===== src/verilog/rx_recovery_pkg.sv =====
// Shared constants, types and register map of the receive recovery block
package rx_recovery_pkg;

    // ============================================================
    // Register port
    localparam int ADDR_W = 8;
    localparam int DATA_W = 32;

    localparam logic [7:0] OFS_CTRL = 8'h00;
    localparam logic [7:0] OFS_LIVE = 8'h04;
    localparam logic [7:0] OFS_IRQ_STATUS = 8'h08;
    localparam logic [7:0] OFS_IRQ_CLEAR = 8'h0C;
    localparam logic [7:0] OFS_IRQ_ENABLE = 8'h10;

    // ============================================================
    // Field positions
    localparam int CFG_W = 3;
    localparam int CTRL_POLARITY_BIT = 0;
    localparam int CTRL_MUTE_BIT = 1;
    localparam int CTRL_LOOP_BIT = 2;

    localparam int LIVE_W = 3;
    localparam int LIVE_LOSS_BIT = 0;
    localparam int LIVE_LOCK_BIT = 1;
    localparam int LIVE_DATA_REF_BIT = 2;

    localparam int IRQ_W = 3;
    localparam int EV_LOSS_BIT = 0;
    localparam int EV_LOCK_LOST_BIT = 1;
    localparam int EV_LOCK_GAIN_BIT = 2;

    // ============================================================
    // Reset values
    localparam logic [2:0] CTRL_RESET = 3'h0;
    localparam logic [2:0] IRQ_ENABLE_RESET = 3'h0;
    localparam logic [2:0] IRQ_STATUS_RESET = 3'h0;

    // ============================================================
    // Frequency supervision and word format
    localparam int PPM_TOLERANCE = 500;
    localparam int PPM_SCALE = 1000000;
    localparam int WINDOW_REF_TICKS = 4000;
    localparam int FREQ_CNT_W = 14;
    localparam int WORD_W = 4;
    localparam logic [1:0] PHASE_LAST = 2'h3;

    // ============================================================
    // Types
    typedef enum logic [1:0] {
        ST_REF_ACQ = 2'b00,
        ST_DATA_ACQ = 2'b01,
        ST_LOCKED = 2'b10
    } lock_state_t;

    typedef struct packed {
        logic loop_en;
        logic mute_en;
        logic polarity;
    } rx_cfg_t;

endpackage


===== src/verilog/level_sync2.sv =====
// Two-stage level synchroniser
`timescale 1ns/10ps
module level_sync2
(
    // Clock and reset
    input wire logic clk,
    input wire logic nrst,
    // Level in and out
    input wire logic d,
    output logic q
);
    logic meta;

    always_ff @(posedge clk) begin
        if (!nrst) begin
            meta <= 1'b0;
            q <= 1'b0;
        end else begin
            meta <= d;
            q <= meta;
        end
    end
endmodule // level_sync2


===== src/verilog/ppm_window_monitor.sv =====
// Recovered versus reference frequency check over a window of ref ticks
`timescale 1ns/10ps
module ppm_window_monitor
    import rx_recovery_pkg::*;
#(
    parameter int WINDOW = WINDOW_REF_TICKS
)
(
    // Clock and reset
    input wire logic clk,
    input wire logic nrst,
    // Tick events
    input wire logic ref_tick,
    input wire logic rec_tick,
    // Verdict
    output logic window_done,
    output logic in_range
);
    localparam logic [FREQ_CNT_W-1:0] WIN_LAST = FREQ_CNT_W'(WINDOW - 1);
    localparam logic [FREQ_CNT_W:0] WIN_W = (FREQ_CNT_W + 1)'(WINDOW);
    localparam logic [FREQ_CNT_W:0] TOL =
        (FREQ_CNT_W + 1)'(WINDOW * PPM_TOLERANCE / PPM_SCALE);

    logic [FREQ_CNT_W-1:0] ref_cnt;
    logic [FREQ_CNT_W-1:0] rec_cnt;

    wire last_ref = ref_tick && (ref_cnt == WIN_LAST);
    wire rec_sat = (rec_cnt == {FREQ_CNT_W{1'b1}});
    wire [FREQ_CNT_W:0] rec_now = {1'b0, rec_cnt} +
        {{FREQ_CNT_W{1'b0}}, rec_tick};
    wire [FREQ_CNT_W:0] diff = (rec_now > WIN_W) ? rec_now - WIN_W
                                                 : WIN_W - rec_now;

    always_ff @(posedge clk) begin
        if (!nrst) begin
            ref_cnt <= '0;
            rec_cnt <= '0;
            window_done <= 1'b0;
            in_range <= 1'b0;
        end else begin
            window_done <= last_ref;
            if (last_ref) begin
                ref_cnt <= '0;
                rec_cnt <= '0;
                in_range <= (diff <= TOL);
            end else begin
                if (ref_tick) begin
                    ref_cnt <= ref_cnt + 1'b1;
                end
                // Saturate so a runaway VCO cannot wrap into range
                if (rec_tick && !rec_sat) begin
                    rec_cnt <= rec_cnt + 1'b1;
                end
            end
        end
    end
endmodule // ppm_window_monitor


===== src/verilog/rx_recovery_control.sv =====
// Receive lock supervision, signal loss, mute, deserializer and loopback
//
// Implementation choices: the plain strobed port and the address map.
`timescale 1ns/10ps
module rx_recovery_control
    import rx_recovery_pkg::*;
#(
    parameter int WINDOW = WINDOW_REF_TICKS
)
(
    // Clock and reset
    input wire logic clk,
    input wire logic nrst,
    // Register port
    input wire logic [ADDR_W-1:0] reg_addr,
    input wire logic [DATA_W-1:0] reg_wdata,
    input wire logic reg_wr,
    input wire logic reg_rd,
    output logic [DATA_W-1:0] reg_rdata,
    // Configuration pins
    input wire logic control_source_select,
    input wire logic pin_polarity,
    input wire logic pin_mute_on_signal_loss,
    input wire logic pin_serial_remote_loop_en,
    input wire logic rx_output_disable,
    // Optical module and recovery front end
    input wire logic optical_signal_detect_in,
    input wire logic ref_clock_pair,
    input wire logic rec_bit_tick,
    input wire logic rx_serial_in,
    input wire logic tx_serial_from_piso,
    // Recovery status
    output logic cdr_track_data,
    output logic recovery_lock_flag,
    output logic signal_loss_out,
    // Parallel receive side
    output logic [WORD_W-1:0] rx_parallel_data,
    output logic rx_parallel_clock_out,
    // Serial transmit side
    output logic tx_serial_out,
    output logic tx_retimer_recovered_sel,
    // Interrupt
    output logic irq
);
    // ============================================================
    // Configuration source
    rx_cfg_t cfg_reg;
    rx_cfg_t pin_cfg;
    rx_cfg_t cfg;

    assign pin_cfg = '{loop_en: pin_serial_remote_loop_en,
                       mute_en: pin_mute_on_signal_loss,
                       polarity: pin_polarity};
    assign cfg = control_source_select ? cfg_reg : pin_cfg;

    // ============================================================
    // Signal loss
    logic loss_sync;
    logic loss_prev;

    // Polarity must match the module's detect level, else muting inverts
    wire loss_raw = optical_signal_detect_in ^ cfg.polarity;

    level_sync2 u_loss_sync (
        .clk(clk),
        .nrst(nrst),
        .d(loss_raw),
        .q(loss_sync)
    );

    wire mute_now = loss_sync && cfg.mute_en;

    // ============================================================
    // Reference tick and frequency supervision
    logic ref_prev;
    logic window_done;
    logic in_range;

    // Inputs are synchronous, so a plain edge detect is safe here
    wire ref_tick = ref_clock_pair && !ref_prev;

    ppm_window_monitor #(
        .WINDOW(WINDOW)
    ) u_ppm (
        .clk(clk),
        .nrst(nrst),
        .ref_tick(ref_tick),
        .rec_tick(rec_bit_tick),
        .window_done(window_done),
        .in_range(in_range)
    );

    wire good_window = window_done && in_range;
    wire bad_window = window_done && !in_range;

    // ============================================================
    // Lock state machine
    lock_state_t state;
    lock_state_t next_state;

    always_comb begin
        next_state = state;
        case (state)
            ST_REF_ACQ: begin
                if (good_window && !loss_sync) begin
                    next_state = ST_DATA_ACQ;
                end
            end
            ST_DATA_ACQ: begin
                if (loss_sync || bad_window) begin
                    next_state = ST_REF_ACQ;
                end else if (good_window) begin
                    next_state = ST_LOCKED;
                end
            end
            ST_LOCKED: begin
                if (loss_sync || bad_window) begin
                    next_state = ST_REF_ACQ;
                end
            end
            default: begin
                next_state = ST_REF_ACQ;
            end
        endcase
    end

    wire next_lock = (next_state == ST_LOCKED);
    wire next_track = (next_state != ST_REF_ACQ);

    always_ff @(posedge clk) begin
        if (!nrst) begin
            state <= ST_REF_ACQ;
            recovery_lock_flag <= 1'b0;
            cdr_track_data <= 1'b0;
            ref_prev <= 1'b0;
        end else begin
            state <= next_state;
            recovery_lock_flag <= next_lock;
            cdr_track_data <= next_track;
            ref_prev <= ref_clock_pair;
        end
    end

    // ============================================================
    // Bit clock and divide by four
    logic [1:0] phase;
    logic [WORD_W-2:0] shift;
    logic first_bit;

    // Outside data tracking (ST_REF_ACQ) the word clock falls back to the reference ticks
    wire bit_tick = cdr_track_data ? rec_bit_tick : ref_tick;
    wire [1:0] next_phase = bit_tick ? phase + 2'h1 : phase;
    wire word_strobe = bit_tick && (phase == PHASE_LAST);
    wire [WORD_W-1:0] word = {shift, rx_serial_in};

    always_ff @(posedge clk) begin
        if (!nrst) begin
            phase <= 2'h0;
            shift <= '0;
            first_bit <= 1'b0;
            rx_parallel_clock_out <= 1'b0;
        end else begin
            phase <= next_phase;
            rx_parallel_clock_out <= ~next_phase[1];
            if (bit_tick) begin
                shift <= word[WORD_W-2:0];
            end
            if (bit_tick && (phase == 2'h0)) begin
                first_bit <= rx_serial_in;
            end
        end
    end

    // ============================================================
    // Parallel data output
    // Disable acts at the next edge: outputs must stay registered
    always_ff @(posedge clk) begin
        if (!nrst) begin
            rx_parallel_data <= '0;
        end else if (rx_output_disable || mute_now) begin
            rx_parallel_data <= '0;
        end else if (word_strobe) begin
            rx_parallel_data <= word;
        end
    end

    // ============================================================
    // Serial remote loopback and status pin
    always_ff @(posedge clk) begin
        if (!nrst) begin
            tx_serial_out <= 1'b0;
            tx_retimer_recovered_sel <= 1'b0;
            signal_loss_out <= 1'b0;
            loss_prev <= 1'b0;
        end else begin
            tx_serial_out <= cfg.loop_en ? rx_serial_in
                                         : tx_serial_from_piso;
            tx_retimer_recovered_sel <= cfg.loop_en;
            signal_loss_out <= loss_sync;
            loss_prev <= loss_sync;
        end
    end

    // ============================================================
    // Register port
    logic [IRQ_W-1:0] irq_status;
    logic [IRQ_W-1:0] irq_enable;
    logic [IRQ_W-1:0] events;

    wire wr_ctrl = reg_wr && (reg_addr == OFS_CTRL);
    wire wr_clear = reg_wr && (reg_addr == OFS_IRQ_CLEAR);
    wire wr_enable = reg_wr && (reg_addr == OFS_IRQ_ENABLE);
    wire [IRQ_W-1:0] clear_mask = wr_clear ? reg_wdata[IRQ_W-1:0] : '0;

    assign events[EV_LOSS_BIT] = loss_sync && !loss_prev;
    assign events[EV_LOCK_LOST_BIT] = recovery_lock_flag && !next_lock;
    assign events[EV_LOCK_GAIN_BIT] = !recovery_lock_flag && next_lock;

    // Set beats clear so an event in the clearing cycle survives
    wire [IRQ_W-1:0] next_irq_status = (irq_status & ~clear_mask) | events;

    wire [LIVE_W-1:0] live;
    assign live[LIVE_LOSS_BIT] = signal_loss_out;
    assign live[LIVE_LOCK_BIT] = recovery_lock_flag;
    assign live[LIVE_DATA_REF_BIT] = cdr_track_data;

    wire [DATA_W-1:0] rd_value =
        (reg_addr == OFS_CTRL) ? {{(DATA_W-CFG_W){1'b0}}, cfg_reg} :
        (reg_addr == OFS_LIVE) ? {{(DATA_W-LIVE_W){1'b0}}, live} :
        (reg_addr == OFS_IRQ_STATUS) ?
            {{(DATA_W-IRQ_W){1'b0}}, irq_status} :
        (reg_addr == OFS_IRQ_ENABLE) ?
            {{(DATA_W-IRQ_W){1'b0}}, irq_enable} :
        '0;

    always_ff @(posedge clk) begin
        if (!nrst) begin
            cfg_reg <= CTRL_RESET;
            irq_enable <= IRQ_ENABLE_RESET;
            irq_status <= IRQ_STATUS_RESET;
            irq <= 1'b0;
            reg_rdata <= '0;
        end else begin
            if (wr_ctrl) begin
                cfg_reg <= reg_wdata[CFG_W-1:0];
            end
            if (wr_enable) begin
                irq_enable <= reg_wdata[IRQ_W-1:0];
            end
            irq_status <= next_irq_status;
            irq <= |(next_irq_status & (wr_enable ? reg_wdata[IRQ_W-1:0]
                                                  : irq_enable));
            reg_rdata <= reg_rd ? rd_value : '0;
        end
    end
endmodule // rx_recovery_control


===== config.mk =====
export PLATFORM = sky130hd
export DESIGN_NAME = rx_recovery_control
export DESIGN_NICKNAME = d
export VERILOG_FILES = /design/src/verilog/rx_recovery_pkg.sv /design/src/verilog/level_sync2.sv /design/src/verilog/ppm_window_monitor.sv /design/src/verilog/rx_recovery_control.sv
export SDC_FILE = /design/constraint.sdc
export NUM_CORES = 1
export LEC_CHECK = 0
export BUFFER_PORTS_ARGS = -buffer_cell sky130_fd_sc_hd__buf_2
export CORE_MARGIN = 2
export CORE_UTILIZATION = 49
export CTS_CLUSTER_DIAMETER = 100
export CTS_CLUSTER_SIZE = 12
export DETAILED_ROUTE_END_ITERATION = 16
export GPL_ROUTABILITY_DRIVEN = 0
export PLACE_DENSITY = 0.77
export SETUP_SLACK_MARGIN = 0.15
export SYNTH_ARGS = -nofsm -noshare
export SYNTH_HDL_FRONTEND = slang
export SYNTH_SLANG_ARGS = --single-unit

===== constraint.sdc =====
create_clock -name clk -period 3.4 [get_ports clk]
set_input_delay 0.68 -clock clk [delete_from_list [all_inputs] [get_ports clk]]
set_output_delay 0.68 -clock clk [all_outputs]
set_load 0.03 [all_outputs]

==> summary.txt <==
Clock network
  • Max clock buf depth: 2
  • Root buffer cell: clkbuf_8
  • Number of H-tree levels: 3
  • Skew-Pair Late Insertion Delay: 340 ps
  • Clock Sinks: 63
  • Clock transition at path regs: 80 ps
  • CTS Buf Count: 9
  • CTS tree: built

Critical path
  • Element type at the critical path end: register
  • Crit path max fanout: 5
  • WP data required: 3660 ps
  • Crit start category: input pin
  • Crit path kind: in2reg
  • Critical Path AT: 3370 ps

Min path
  • Hold Crit Class: reg2reg

Route
  • Total iterations of the first detailed-routing run: 4
  • Wire length per cell: 13.7 µm
  • Total wire length: 8.57 mm
  • DRC viols: 0
  • DR iter-0 viols: 212
  • Via density: 5.49
  • Vias: 3443
  • DRT antenna net count: 0

Power
  • Cell Pwr Density: 351 nW/µm²
  • Peak supply drop: 0.263 mV
  • Leak pwr: 1.86 nW
  • Tot Pwr: 1.56 mW

Yosys
  • Synth top area share: 32.2%
  • Post-synth top area cell: dfxtp_1
  • Top post-synthesis cells by area: dfxtp_1, nor2_1, buf_4, mux2i_1, xor2_1
  • Yosys synthesis warning count: 0
  • Mapped cell area: 3920 µm²
  • Cell variety after synth: 69
  • Mapped Avg Cell Area: 8.37 µm²
  • Number of synthesized flops with an enable pin: 0
  • Count leader, synth: nor2_1
  • Most frequent cells after synthesis: nor2_1, dfxtp_1, nand2_1
  • Primary FF master, synth: dfxtp_1
  • Seq/Total Area, Yosys: 32.2%
  • Mapped Cells: 468
  • Synthesized flop and latch total: 63
  • Asr flop ratio synth: 0%

Floorplanning
  • DIE AREA: 8730 µm²
  • Die Wd: 93.4 µm
  • # IOs: 97
  • Core area: 7730 µm²
  • Num rows: 32
  • Initial Util: 50.7%
  • Die height: 93.4 µm

Placement
  • HPWL after DPL: 6.43 mm
  • Worst slack at placement: -65.7 ps
  • Placed cell count: 611
  • Placement-stage cell area: 4230 µm²
  • Buffers on Ports: 38

Finish
  • Post-route cell area: 4430 µm²
  • Top flop regs: u_ppm.rec_cnt (14), u_ppm.ref_cnt (14), rx_parallel_data (4)
  • P&R area growth vs syn: 13.2%
  • # fillers: 704
  • Diodes inserted: 0
  • Fin nets: 583
  • Non-filler cells, final: 627
  • Layout cell share with drive strength beyond 1: 20.6%
  • Util after Layout: 57.4%

Run status
  • Status: finished, final reports clean

Global routing
  • Grt total ovfl: 0
  • Number of global-route vias before repair: 3245
  • First-pass GRT wire length: 14.4 mm
  • Largest net degree at the start of global routing: 27
  • Initial antenna violation count: 0
  • Tot GR Track Use: 20.4%

STA
  • PnR worst setup slack: 289 ps
  • WHS: 445 ps
  • Setup TNS: 0 ps
  • Worst clock skew: 12.0 ps
  • Max Slew Vio Count: 0
  • Hold Vio Cnt, Final: 0
  • Fin crit period: 3110 ps
  • Final setup viols: 0
  • Crit share post-route: 91.5%
  • Fmax: 0.321 GHz
  • Worst-Margin Slew: 526 ps
  • Unrepaired setup endpoints after global routing: no
  • Max_slew headroom: 64.9%

Run
  • Max cap viols: 0
per-layer routing:
metal	global-route usage, %	vias up	part of all wire (%)
li1	-	1710	-
met1	25.4	1609	45
met2	34.5	109	48
met3	5.08	15	4.9
met4	6.99	0	2.1
met5	0	-	0
cells in the final DEF (no fill, tap or decap), types with 3 or more instances in the layout:
cell type,instances
buf_2,38
a221oi_1,5
mux2i_1,20
dfxtp_1,61
nor3_1,9
nand3_1,16
a31oi_1,3
nor2b_1,4
xnor2_1,16
o22ai_1,4
inv_1,9
nor4_1,7
nand2b_1,3
a21o_1,3
ha_1,6
buf_4,26
a21oi_1,16
nand2_1,33
o21a_1,5
and2_1,8
or3_1,7
xor2_1,21
o21ai_0,9
nor3_4,3
or4_1,3
clkbuf_8,10
conb_1,29
and3_1,6
nand4_1,16
o31ai_1,3
nor2_1,67
or2_2,3
cell type report:
| class | instances | area [µm²] | share of cell area, % |
|---|---|---|---|
| clock buffers | 10 | 138 | 3.10 |
| clock inverters | 6 | 43.8 | 0.988 |
| inverters | 10 | 37.5 | 0.847 |
| multi-input cells | 372 | 2440 | 55.0 |
| flip-flops and latches | 63 | 1260 | 28.5 |
| well taps | 102 | 128 | 2.88 |
| repair buffers | 64 | 385 | 8.69 |
power by group:
part	switching, mW	internal, mW	leakage, nW	total, mW
Sequential	0.0132	0.752	0.511	0.766
Clock	0.313	0.288	0.0930	0.601
Combinational	0.122	0.0691	1.25	0.191
Total	0.449	1.11	1.86	1.56
final timing paths:
check	start	end	slack, ps	cells past startpoint
setup / recovery	rec_bit_tick	u_ppm.in_range	290	14
hold / removal	u_loss_sync.meta	u_loss_sync.q	440	1
setup reg to reg	u_ppm.rec_cnt[2]	u_ppm.in_range	300	11
hold reg to reg	u_loss_sync.meta	u_loss_sync.q	440	1
cells by family (layout without fill, tap and decap cells):
kind of cell,count (synthesis),after routing,synth area share (%)
simple gates,205,205,28.5
compound gates,70,70,12.6
flops,63,63,32.2
buf+inv,61,90,9.55
xor+xnor,38,38,8.84
mux,21,21,5.40
fa+ha+maj,9,9,2.87
other cells,1,29,0.0957
timing repair:
item                       in CTS  in global routing
setup buffers                   0                  0
setup endpoints to repair       0                  1
gates resized for setup         0                  6
hold buffers                    0                  0
worst max-delay path: stages:
cell	delay [ps]
buf_2	110
ha_4	150
buf_4	120
nand3_4	80
or3_1	350
nand2_1	100
inv_1	60
ha_2	200
xnor3_1	320
or4_1	390
o21a_1	150
nor4_2	240
a31oi_1	140
a221oi_2	270
(Power assumes the default switching activity.)
